===== src/design/isp_pkg.sv =====
// constants shared by the inertial sensor serial port
`default_nettype none
package isp_pkg;
   localparam int CLK_MHZ = 100;
   localparam int WORD_BITS = 16;
   localparam logic [7:0] FAST_MAX_SETTING = 8'h09;
   localparam int SPACE_FAST_US = 40;
   localparam int SPACE_NORM_US = 160;
   localparam int STALL_FAST_US = 9;
   localparam int STALL_NORM_US = 75;
   localparam int POWERUP_MS = 150;
   localparam int WAKE_MS = 3;
   localparam int SPACE_FAST_CYC = SPACE_FAST_US * CLK_MHZ;
   localparam int SPACE_NORM_CYC = SPACE_NORM_US * CLK_MHZ;
   localparam int STALL_FAST_CYC = STALL_FAST_US * CLK_MHZ;
   localparam int STALL_NORM_CYC = STALL_NORM_US * CLK_MHZ;
   localparam int POWERUP_CYC = POWERUP_MS * 1000 * CLK_MHZ;
   localparam int WAKE_CYC = WAKE_MS * 1000 * CLK_MHZ;
   localparam int GAP_W = 16;
   localparam int BOOT_W = 24;
   localparam logic [2:0] PIN_RST_VAL = 3'h6;
   typedef enum logic [1:0] {
      ISP_BOOT  = 2'b00,
      ISP_RUN   = 2'b01,
      ISP_SLEEP = 2'b11,
      ISP_WAKE  = 2'b10
   } isp_state_t;
endpackage
`default_nettype wire


===== src/design/isp_pin_sync.sv =====
// three-stage pin synchroniser with agreement filter
`default_nettype none
module isp_pin_sync #(
   parameter int W = 3,
   parameter logic [W-1:0] RST_VAL = '0
) (
   input wire logic mclk_i,
   input wire logic rstn_i,
   input wire logic [W-1:0] pin_i,
   output logic [W-1:0] val_o
);
   logic [W-1:0] s1_ff;
   logic [W-1:0] s2_ff;
   logic [W-1:0] s3_ff;
   logic [W-1:0] val_ff;

   always_ff @(posedge mclk_i) begin
      if (!rstn_i) begin
         s1_ff <= RST_VAL;
         s2_ff <= RST_VAL;
         s3_ff <= RST_VAL;
      end else begin
         s1_ff <= pin_i;
         s2_ff <= s1_ff;
         s3_ff <= s2_ff;
      end
   end

   // a bit changes only once stages two and three agree
   for (genvar i = 0; i < W; i++) begin : g_bit
      always_ff @(posedge mclk_i) begin
         if (!rstn_i) begin
            val_ff[i] <= RST_VAL[i];
         end else if (s2_ff[i] == s3_ff[i]) begin
            val_ff[i] <= s3_ff[i];
         end
      end
   end

   assign val_o = val_ff;
endmodule
`default_nettype wire


===== src/design/isp_spi_port.sv =====
// serial slave port of the inertial sensor with start-up conversion timer
// What this block does
// - the output's most significant bit appears as soon as chip select falls.
// - every later output bit is shifted out after a falling serial clock edge.
// - clock idles high, data changes on falling edges and is sampled on rising edges.
// - the data output is released once chip select returns high.
// - the first conversion comes within 3 ms of wake-up and within 150 ms of power-up.
`default_nettype none
module isp_spi_port #(
   parameter logic [isp_pkg::GAP_W-1:0] SPACE_NORM_CYC = isp_pkg::GAP_W'(isp_pkg::SPACE_NORM_CYC),
   parameter logic [isp_pkg::GAP_W-1:0] STALL_NORM_CYC = isp_pkg::GAP_W'(isp_pkg::STALL_NORM_CYC),
   parameter logic [isp_pkg::BOOT_W-1:0] POWERUP_CYC = isp_pkg::BOOT_W'(isp_pkg::POWERUP_CYC),
   parameter logic [isp_pkg::BOOT_W-1:0] WAKE_CYC = isp_pkg::BOOT_W'(isp_pkg::WAKE_CYC)
) (
   input wire logic mclk_i,
   input wire logic rstn_i,
   input wire logic sclk_i,
   input wire logic cs_n_i,
   input wire logic din_i,
   output logic dout_o,
   output logic dout_oe_o,
   input wire logic [7:0] sample_period_setting_i,
   input wire logic [isp_pkg::WORD_BITS-1:0] tx_data_i,
   output logic tx_taken_o,
   output logic [isp_pkg::WORD_BITS-1:0] rx_data_o,
   output logic rx_valid_o,
   output logic fast_mode_o,
   output logic spacing_err_o,
   output logic stall_err_o,
   input wire logic sleep_i,
   output logic conv_ready_o,
   output logic first_conv_o
);
   localparam int WB = isp_pkg::WORD_BITS;
   localparam logic [isp_pkg::GAP_W-1:0] SPACE_FAST = isp_pkg::GAP_W'(isp_pkg::SPACE_FAST_CYC);
   localparam logic [isp_pkg::GAP_W-1:0] STALL_FAST = isp_pkg::GAP_W'(isp_pkg::STALL_FAST_CYC);
   localparam logic [isp_pkg::GAP_W-1:0] GAP_MAX = '1;

   // ***************************************************************
   // pin sampling
   // ***************************************************************
   logic [2:0] pins_s;
   logic sclk_s;
   logic cs_act;
   logic din_s;
   logic sclk_prev_ff;
   logic cs_prev_ff;
   logic sclk_fall;
   logic sclk_rise;
   logic cs_start;
   logic cs_end;

   isp_pin_sync #(
      .W(3),
      .RST_VAL(isp_pkg::PIN_RST_VAL)
   ) u_sync (
      .mclk_i(mclk_i),
      .rstn_i(rstn_i),
      .pin_i({sclk_i, cs_n_i, din_i}),
      .val_o(pins_s)
   );

   assign sclk_s = pins_s[2];
   assign cs_act = ~pins_s[1];
   assign din_s = pins_s[0];

   always_ff @(posedge mclk_i) begin
      if (!rstn_i) begin
         sclk_prev_ff <= 1'b1;
         cs_prev_ff <= 1'b0;
      end else begin
         sclk_prev_ff <= sclk_s;
         cs_prev_ff <= cs_act;
      end
   end

   // falling edge launches, rising edge samples
   assign sclk_fall = sclk_prev_ff & ~sclk_s;
   assign sclk_rise = ~sclk_prev_ff & sclk_s;
   assign cs_start = cs_act & ~cs_prev_ff;
   assign cs_end = ~cs_act & cs_prev_ff;

   // ***************************************************************
   // output shifter
   // ***************************************************************
   logic [WB-1:0] tx_sh_ff;
   logic first_fall_ff;
   logic tx_taken_ff;

   // word preloaded while idle so the top bit is ready at select
   // later bits move on falling edges, the first fall keeps the top bit
   always_ff @(posedge mclk_i) begin
      if (!rstn_i) begin
         tx_sh_ff <= '0;
      end else if (!cs_act) begin
         tx_sh_ff <= tx_data_i;
      end else if (sclk_fall && !first_fall_ff) begin
         tx_sh_ff <= {tx_sh_ff[WB-2:0], 1'b0};
      end
   end

   always_ff @(posedge mclk_i) begin
      if (!rstn_i) begin
         first_fall_ff <= 1'b1;
      end else if (!cs_act) begin
         first_fall_ff <= 1'b1;
      end else if (sclk_fall) begin
         first_fall_ff <= 1'b0;
      end
   end

   always_ff @(posedge mclk_i) begin
      if (!rstn_i) begin
         tx_taken_ff <= 1'b0;
      end else begin
         tx_taken_ff <= cs_start;
      end
   end

   assign dout_o = tx_sh_ff[WB-1];
   // driver released whenever chip select is high
   assign dout_oe_o = cs_act;
   assign tx_taken_o = tx_taken_ff;

   // ***************************************************************
   // input shifter
   // ***************************************************************
   logic [WB-1:0] rx_sh_ff;
   logic [4:0] rx_cnt_ff;
   logic [WB-1:0] rx_data_ff;
   logic rx_valid_ff;

   always_ff @(posedge mclk_i) begin
      if (!rstn_i) begin
         rx_sh_ff <= '0;
         rx_cnt_ff <= '0;
      end else if (!cs_act) begin
         rx_cnt_ff <= '0;
      end else if (sclk_rise) begin
         rx_sh_ff <= {rx_sh_ff[WB-2:0], din_s};
         rx_cnt_ff <= (rx_cnt_ff == 5'(WB - 1)) ? 5'h00 : rx_cnt_ff + 5'h01;
      end
   end

   always_ff @(posedge mclk_i) begin
      if (!rstn_i) begin
         rx_data_ff <= '0;
         rx_valid_ff <= 1'b0;
      end else begin
         rx_valid_ff <= cs_act && sclk_rise && (rx_cnt_ff == 5'(WB - 1));
         if (cs_act && sclk_rise && (rx_cnt_ff == 5'(WB - 1))) begin
            rx_data_ff <= {rx_sh_ff[WB-2:0], din_s};
         end
      end
   end

   assign rx_data_o = rx_data_ff;
   assign rx_valid_o = rx_valid_ff;

   // ***************************************************************
   // mode decode and host spacing monitor
   // ***************************************************************
   logic fast_ff;
   logic [isp_pkg::GAP_W-1:0] since_start_ff;
   logic [isp_pkg::GAP_W-1:0] since_end_ff;
   logic spacing_err_ff;
   logic stall_err_ff;

   // fast mode at or below the limit
   always_ff @(posedge mclk_i) begin
      if (!rstn_i) begin
         fast_ff <= 1'b0;
      end else begin
         fast_ff <= (sample_period_setting_i <= isp_pkg::FAST_MAX_SETTING);
      end
   end

   always_ff @(posedge mclk_i) begin
      if (!rstn_i) begin
         since_start_ff <= GAP_MAX;
         since_end_ff <= GAP_MAX;
      end else begin
         since_start_ff <= cs_start ? '0 :
            (since_start_ff == GAP_MAX) ? GAP_MAX : since_start_ff + 1'b1;
         since_end_ff <= cs_end ? '0 :
            (since_end_ff == GAP_MAX) ? GAP_MAX : since_end_ff + 1'b1;
      end
   end

   // fast start-to-start spacing checked at each start
   // normal start-to-start spacing checked at each start
   // fast deselect time checked at each start
   // normal deselect time checked at each start
   always_ff @(posedge mclk_i) begin
      if (!rstn_i) begin
         spacing_err_ff <= 1'b0;
         stall_err_ff <= 1'b0;
      end else if (cs_start) begin
         spacing_err_ff <= since_start_ff < (fast_ff ? SPACE_FAST : SPACE_NORM_CYC) - 1'b1;
         stall_err_ff <= since_end_ff < (fast_ff ? STALL_FAST : STALL_NORM_CYC) - 1'b1;
      end
   end

   assign fast_mode_o = fast_ff;
   assign spacing_err_o = spacing_err_ff;
   assign stall_err_o = stall_err_ff;

   // ***************************************************************
   // start-up conversion timer
   // ***************************************************************
   isp_pkg::isp_state_t st_ff;
   logic [isp_pkg::BOOT_W-1:0] wait_ff;
   logic first_conv_ff;

   // first conversion at the end of the power-up or wake wait
   always_ff @(posedge mclk_i) begin
      if (!rstn_i) begin
         st_ff <= isp_pkg::ISP_BOOT;
         wait_ff <= '0;
         first_conv_ff <= 1'b0;
      end else begin
         first_conv_ff <= 1'b0;
         unique case (st_ff)
            isp_pkg::ISP_BOOT, isp_pkg::ISP_WAKE: begin
               if (wait_ff == ((st_ff == isp_pkg::ISP_BOOT) ? POWERUP_CYC : WAKE_CYC) - 1'b1) begin
                  st_ff <= isp_pkg::ISP_RUN;
                  wait_ff <= '0;
                  first_conv_ff <= 1'b1;
               end else begin
                  wait_ff <= wait_ff + 1'b1;
               end
            end
            isp_pkg::ISP_RUN: begin
               if (sleep_i) begin
                  st_ff <= isp_pkg::ISP_SLEEP;
               end
            end
            isp_pkg::ISP_SLEEP: begin
               wait_ff <= '0;
               if (!sleep_i) begin
                  st_ff <= isp_pkg::ISP_WAKE;
               end
            end
         endcase
      end
   end

   assign conv_ready_o = (st_ff == isp_pkg::ISP_RUN);
   assign first_conv_o = first_conv_ff;

   // ***************************************************************
   // checks
   // ***************************************************************
   a_msb_at_select: assert property (@(posedge mclk_i) disable iff (!rstn_i)
      cs_start |-> dout_oe_o && dout_o == $past(tx_data_i[WB-1]))
      else $error("top bit not driven at select");

   a_shift_on_fall: assert property (@(posedge mclk_i) disable iff (!rstn_i)
      cs_act && sclk_fall && !first_fall_ff && $past(cs_act)
      |=> tx_sh_ff == {$past(tx_sh_ff[WB-2:0]), 1'b0})
      else $error("output not shifted on falling edge");

   a_first_fall_hold: assert property (@(posedge mclk_i) disable iff (!rstn_i)
      cs_act && sclk_fall && first_fall_ff |=> cs_act -> $stable(tx_sh_ff))
      else $error("top bit lost on first falling edge");

   a_sample_on_rise: assert property (@(posedge mclk_i) disable iff (!rstn_i)
      cs_act && sclk_rise |=> rx_sh_ff[0] == $past(din_s))
      else $error("input not sampled on rising edge");

   a_no_shift_high: assert property (@(posedge mclk_i) disable iff (!rstn_i)
      cs_act && $past(cs_act) && !sclk_fall |=> $stable(tx_sh_ff))
      else $error("output changed without falling edge");

   a_release_off: assert property (@(posedge mclk_i) disable iff (!rstn_i)
      cs_end |-> !dout_oe_o ##1 (!dout_oe_o || cs_start))
      else $error("output still driven after deselect");

   a_powerup_due: assert property (@(posedge mclk_i) disable iff (!rstn_i)
      st_ff == isp_pkg::ISP_BOOT && wait_ff == POWERUP_CYC - 1'b1
      |=> first_conv_o && conv_ready_o)
      else $error("power-up conversion late");

   a_wake_bound: assert property (@(posedge mclk_i) disable iff (!rstn_i)
      st_ff == isp_pkg::ISP_WAKE |-> wait_ff < WAKE_CYC)
      else $error("wake wait overran");

   a_spacing_flag: assert property (@(posedge mclk_i) disable iff (!rstn_i)
      cs_start && fast_ff && since_start_ff < SPACE_FAST - 1'b1 |=> spacing_err_o)
      else $error("short fast spacing not flagged");
endmodule
`default_nettype wire


===== config.mk =====
export PLATFORM = sky130hd
export DESIGN_NAME = isp_spi_port
export DESIGN_NICKNAME = d
export VERILOG_FILES = /design/src/design/isp_pkg.sv /design/src/design/isp_pin_sync.sv /design/src/design/isp_spi_port.sv
export SDC_FILE = /design/constraint.sdc
export NUM_CORES = 1
export LEC_CHECK = 0
export ABC_CLOCK_PERIOD_IN_PS = 3100
export BUFFER_PORTS_ARGS = -buffer_cell sky130_fd_sc_hd__buf_4
export CAP_MARGIN = 20
export CORE_MARGIN = 2
export CORE_UTILIZATION = 59
export DETAILED_ROUTE_END_ITERATION = 12
export GPL_ROUTABILITY_DRIVEN = 0
export PLACE_DENSITY_LB_ADDON = 0.12
export REMOVE_ABC_BUFFERS = 1
export SLEW_MARGIN = 20
export SYNTH_ARGS = -nofsm -noshare
export SYNTH_HDL_FRONTEND = slang
export SYNTH_HIERARCHICAL = 1
export SYNTH_SLANG_ARGS = --single-unit

===== constraint.sdc =====
create_clock -name mclk_i -period 3.1 [get_ports mclk_i]
set_clock_uncertainty 0.15 [all_clocks]
set_input_delay 0.31 -clock mclk_i [delete_from_list [all_inputs] [get_ports mclk_i]]
set_output_delay 0.31 -clock mclk_i [all_outputs]
set_load 0.01 [all_outputs]

; Word-level counts from Yosys, hierarchy flattened
; Cells that the tools add are included.
[word_totals]
register_bits = 131
word_cells = 84
[classes]
n_addsub = 7
n_lt_le_gt_ge = 3
eq_ne = 13
muxes = 17
bitwise_logic = 9
reduce_logical = 12
[op_table]
columns = op, n
row1 = two-way mux 16 bit, 6
row2 = two-way mux 24 bit, 2
row3 = one-hot mux 24 bit (2 select lines), 1
row4 = "adder 16 x 1 -> 16 bit, second input constant", 2
row5 = "== test 16 bit, second input constant", 2
row6 = less-than comparator 16 bit, 2
row7 = "adder 24 x 1 -> 24 bit, second input constant", 1
row8 = == test 24 bit, 1
row9 = "subtractor 24 x 1 -> 24 bit, second input constant", 1
row10 = "subtractor 14 x 1 -> 15 bit, second input constant", 1
row11 = two-way mux 14 bit, 1
row12 = "subtractor 13 x 1 -> 14 bit, second input constant", 1
row13 = two-way mux 13 bit, 1
row14 = "<= comparator 8 x 4 -> 1 bit, second input constant", 1
row15 = two-way mux 2 bit, 3
row16 = "!= test 2 bit, second input constant", 3
row17 = one-hot mux 2 bit (3 select lines), 1
row18 = "adder 5 x 1 -> 5 bit, second input constant", 1
row19 = "== test 5 x 4 -> 1 bit, second input constant", 1
row20 = two-way mux 5 bit, 1
row21 = inverter 1 bit, 5
row22 = AND 1 bit, 4
row23 = "== test 2 bit, second input constant", 2
row24 = AND reduction 2 bit, 2
row25 = 9 further kinds, 15

; Longest topological paths before layout
[logic_depth]
ltp_word = 6
ltp_mapped = 7

; Hierarchy
; The synthesis kept the hierarchy.
[modules_own_cells]
columns = module, n_inst, cells_each, area_per_inst_um2, seq_area_each_um2
row1 = isp_spi_port, 1, 654, 5690.5, 2382.3
row2 = isp_pin_sync, 1, 31, 355.3, 240.2

; Worst setup path after synthesis
; OpenSTA, ideal clock, no wires.
[synth_timing]
kind = reg-to-reg
startpoint = register wait_ff[5] (netlist bit)
endpoint = register wait_ff[12] (netlist bit)
setup_time_ps = 122
arrival_ps = 2014
required_time_ps = 2828
slack_ps = 814
stages_incl_launch_ff = 7
path_buffers = 1
synth_period_minus_slack_ps = 2286
cell_sequence = dfxtp_1 and4bb_1 or3b_1 a2111oi_4 buf_6 nor3_1 a221o_1
[synth_between]
elab_chain_len = 3
word_cells_on_any_way = 4
[synth_lines]
columns = item, line
row1 = "start, declared", isp_spi_port.sv:212  ; logic [isp_pkg::BOOT_W-1:0] wait_ff;
row2 = "start signal, assigned", isp_spi_port.sv:230  ; wait_ff <= wait_ff + 1'b1;
row3 = adder 24 x 1 -> 24 bit or == test 24 bit (tied branches), "isp_spi_port.sv:230, isp_spi_port.sv:225"
row4 = two-way mux 24 bit (*), isp_spi_port.sv:225  ; if (wait_ff == ((st_ff == isp_pkg::ISP_BOOT) ? POWERUP_CYC : WAKE_CYC) - 1'b1) begin
row5 = one-hot mux 24 bit (2 select lines) (*), isp_spi_port.sv:223  ; unique case (st_ff)
; Every way passes the cells marked *; elsewhere a longest branch is shown, timed or not.
; A chain may end at the register's enable or synchronous reset.

; Worst setup path in the final report
[layout_timing]
startpoint = register wait_ff[5] (netlist bit)
endpoint = register wait_ff[20] (netlist bit)
; Same word-level chain as after synthesis.

==> PnR_summary.wiki <==
{| class="wikitable"
! Metric !! Value
|-
| Peak supply drop || 0.000416 V
|-
| Number of setup buffers added after CTS || 0
|-
| Share of synthesized area occupied by flip-flops and latches || 43.4%
|-
| Longest individual stage delay on the worst path || 430 ps
|-
| Final core area utilization || 75.0%
|-
| Cell type of the slowest stage on the worst timing path || dfxtp_1
|-
| Max Cap Viol || 0
|-
| Capture point of the worst reg-to-reg path || wait_ff[20]
|-
| WP data arrival || 2700 ps
|-
| Number of global-route vias before repair || 4931
|-
| Number of synthesis warnings || 6
|-
| Worst reg2reg startpoint || wait_ff[5]
|-
| Cells taking the most area after synthesis || dfxtp_1 43%, nand2_1 7.8%, a21boi_0 3.7%
|-
| Hold-fix buffer count after cts || 23
|-
| CTS tree || done
|-
| Number of hold violations in the final report || 0
|-
| Final setup vio count || 0
|-
| Number of DRC markers in iteration 0 || 286
|-
| Number of antenna repair diodes || 0
|-
| Post-cts repair resize count || 0
|-
| Number of clock sinks || 131
|-
| Cell at the root of the clock tree || clkbuf_8
|-
| DR WL met3 || 413 um
|-
| 1st-pass router iterations || 4
|-
| Shortest period the worst path allows || 2450 ps
|-
| I/O Buffers || 53
|-
| Slew Limit Fails || 0
|-
| Highest Signal Layer || met4
|-
| R2r setup slk || 650 ps
|-
| Final Routed Wirelength || 13100 um
|-
| Post-DP HPWL || 8090 um
|-
| Hold Path End || since_end_ff[8]
|-
| Post-synthesis instance total || 685
|-
| Worst reg-to-reg path cell count || 6
|-
| Transition at the pin with the smallest max-transition slack || 724 ps
|-
| Number of nets still failing antenna checks after routing || 0
|-
| Cell Area, Synth || 0.00605 mm^2
|-
| Initial antenna violation count || 0
|-
| Routed length on met1 || 5880 um
|-
| Die Wd || 105 um
|-
| Crit end category || register
|-
| Clock-pin slew on the worst setup and hold paths || 60 ps
|-
| Number of buffers inserted during clock tree synthesis || 17
|-
| Setup repair after global routing missed its margin || no
|-
| Fmax || 0.408 GHz
|-
| Cell Chain, Critical Path || and4bb_1, or3b_1, a2111oi_4, buf_4, nor3b_1, a211o_1
|-
| Source-to-sink clock delay at the later pin of the worst-skew pair || 510 ps
|-
| Power Density || 711 mW/mm^2
|-
| Total leakage power || 2.87 nW
|-
| Layout Cell Area excl Fill || 0.00740 mm^2
|-
| Fraction of layout instances using a drive strength above 1 || 13.5%
|-
| Total DRC errors in the routed layout || 0
|-
| Cells on Worst Hold Path || 2
|-
| Syn_area_per_cell || 8.83 um^2
|-
| Via count of the routed design || 5172
|-
| Cell Area, Placed || 0.00654 mm^2
|-
| Die Area || 0.0111 mm^2
|-
| CP Launch Type || register
|-
| EDFF count, synth || 0
|-
| Worst max-slew margin expressed relative to the limit || 51.4%
|-
| Critical path start-end classification || reg -> reg
|-
| Initial core utilization || 61.3%
|-
| Setup TNS || 0 ps
|-
| Vias per std cell || 5.73
|-
| Floorplan core area || 0.00986 mm^2
|-
| Maximum number of buffers from clock root to sink || 2
|-
| Seq cells post-synth || 131
|-
| Area fraction of the dominant cell type after synthesis || 43.4%
|-
| First-pass GRT wire length || 22700 um
|-
| Hold crit path type || in -> reg
|-
| Total power consumption of the routed design || 5.26 mW
|-
| Final net count || 803
|-
| Routed WL per cell || 14.5 um
|-
| Pin count of the biggest net entering global routing || 52
|-
| Aggregate global-route resource usage || 24.7%
|-
| Critical Path RT || 3350 ps
|-
| Die Y-Extent || 105 um
|-
| Yosys top cell by area || dfxtp_1
|-
| Standard-cell row count || 36
|-
| Outcome || finished, final reports clean
|-
| Congestion Overflow GR || 0
|-
| Maximum level of the CTS H-tree || 4
|-
| Number of non-filler instances in the completed layout || 902
|-
| Final critical-path share of the clock period || 79.1%
|-
| Primary flip-flop cell chosen by synthesis mapping || dfxtp_1
|-
| Count of placed standard cells including taps || 847
|-
| Synth async-reset ratio || 0%
|-
| Met2 Routed Length || 6670 um
|-
| CP max FO || 25
|-
| Number of I/O pins || 55
|-
| Area growth, synth to finish || 22.4%
|-
| Number of unique standard cell types used by synthesis || 60
|-
| Critical hold path startpoint || rstn_i
|}
-- where the power goes --
part | internal (mW) | switching [mW]
combinational | 0.513 | 0.554
sequential | 1.86 | 0.208
clock | 1.39 | 0.737
total | 3.76 | 1.50
-- worst max path at each step --
stage / startpoint / end / slack, ps / depth (start not counted)
3_3_place_gp: wait_ff[5] / wait_ff[20] / 730 / 6
2_1_floorplan: wait_ff[5] / wait_ff[12] / 260 / 5
3_5_place_dp: wait_ff[5] / wait_ff[20] / 690 / 6
6_report: wait_ff[5] / wait_ff[20] / 650 / 6
4_1_cts: wait_ff[5] / wait_ff[20] / 680 / 6
5_1_grt: wait_ff[0] / wait_ff[20] / 440 / 7
-- routing by layer --
| metal | up-vias | global-route usage [%] |
|---|---|---|
| li1 | 2631 | - |
| met3 | 13 | 5.44 |
| met2 | 88 | 42.4 |
| met5 | - | 0 |
| met1 | 2440 | 30.6 |
| met4 | 0 | 8.48 |
-- worst max-delay path, delay by kind of cell (launching register included) --
| family | cells | cell delay [ps] |
|---|---|---|
| DFF | 1 | 430 |
| AOI/OAI and AO/OA | 2 | 680 |
| and+or+nand+nor | 3 | 750 |
| buffers and inverters | 1 | 330 |
-- state kept, by name, indices dropped and copies added (netlist names) --
signal          cells
cs_prev_ff          1
u_sync/val_o        3
since_end_ff       16
spacing_err_o       1
stall_err_o         1
fast_mode_o         1
first_conv_o        1
u_sync/s3_ff        3
rx_cnt_ff           5
u_sync/s1_ff        3
rx_sh_ff           15
tx_sh_ff           16
first_fall_ff       1
rx_valid_o          1
tx_taken_o          1
wait_ff            24
since_start_ff     16
st_ff               2
u_sync/s2_ff        3
sclk_prev_ff        1
rx_data_o          16
-- cells by family (layout without fill, tap and decap cells) --
family                     count (synthesis)  count (layout)  synth area share, %
and+or+nand+nor                          300             300                 25.0
AOI/OAI and AO/OA                        156             156                 19.3
adders and majority gates                 17              17                 3.52
muxes                                     16              16                 2.67
buffers and inverters                     45             129                 3.25
DFF                                      131             131                 43.4
xor gates and xnor gates                  20              20                 2.90
-- area by class of cell --
type / count / area, um^2
timing repair buffer: 88 / 718
clock buffer: 20 / 425
tap: 133 / 166
inverter: 9 / 33.8
clock inverter: 12 / 206
fill: 678 / 2460
sequential: 131 / 2620
multi-input combinational: 509 / 3230
-- cells in the mapped netlist, types with 4 or more instances --
| master | count |
|---|---|
| a41oi_1 | 4 |
| o21ai_0 | 25 |
| nand2_1 | 126 |
| and3_1 | 11 |
| a211oi_1 | 4 |
| xor2_1 | 9 |
| nand3_1 | 20 |
| nor2b_1 | 5 |
| a21oi_1 | 19 |
| mux2i_1 | 15 |
| and4_1 | 6 |
| o211a_1 | 15 |
| a21o_1 | 4 |
| a21boi_0 | 30 |
| o31ai_1 | 8 |
| o21a_1 | 9 |
| nand2b_1 | 11 |
| xnor2_1 | 11 |
| inv_1 | 9 |
| o22a_1 | 4 |
| nor3b_1 | 9 |
| o311ai_0 | 7 |
| nor2_1 | 28 |
| a31oi_1 | 5 |
| nand4_1 | 15 |
| and2_1 | 14 |
| and4b_1 | 4 |
| nor3_1 | 20 |
| nor4_1 | 12 |
| ha_1 | 17 |
| dfxtp_1 | 131 |
| clkbuf_1 | 29 |
-- cells in the final DEF, fill, tap and decap left out, types with 6 or more instances in the layout --
cell type / count
a21boi_0: 30
a21oi_1: 19
and2_1: 14
and3_1: 11
and4_1: 6
buf_4: 65
clkbuf_16: 16
dfxtp_1: 131
dlygate4sd3_1: 23
ha_1: 17
inv_1: 9
mux2i_1: 15
nand2_1: 126
nand2b_1: 11
nand3_1: 20
nand4_1: 15
nor2_1: 28
nor3_1: 20
nor3b_1: 9
nor4_1: 12
o211a_1: 15
o21a_1: 9
o21ai_0: 25
o311ai_0: 7
o31ai_1: 8
xnor2_1: 11
xor2_1: 9
-- metrics by stage --
stage | worst slack (ps) | hold slack, ps
2_1_floorplan | 255 | 222
3_3_place_gp | 735 | 239
3_5_place_dp | 695 | 245
4_1_cts | 675 | 38.8
5_1_grt | 439 | 66.9
6_report | 648 | 64.5
No activity file was read; power rests on OpenSTA's default activity.
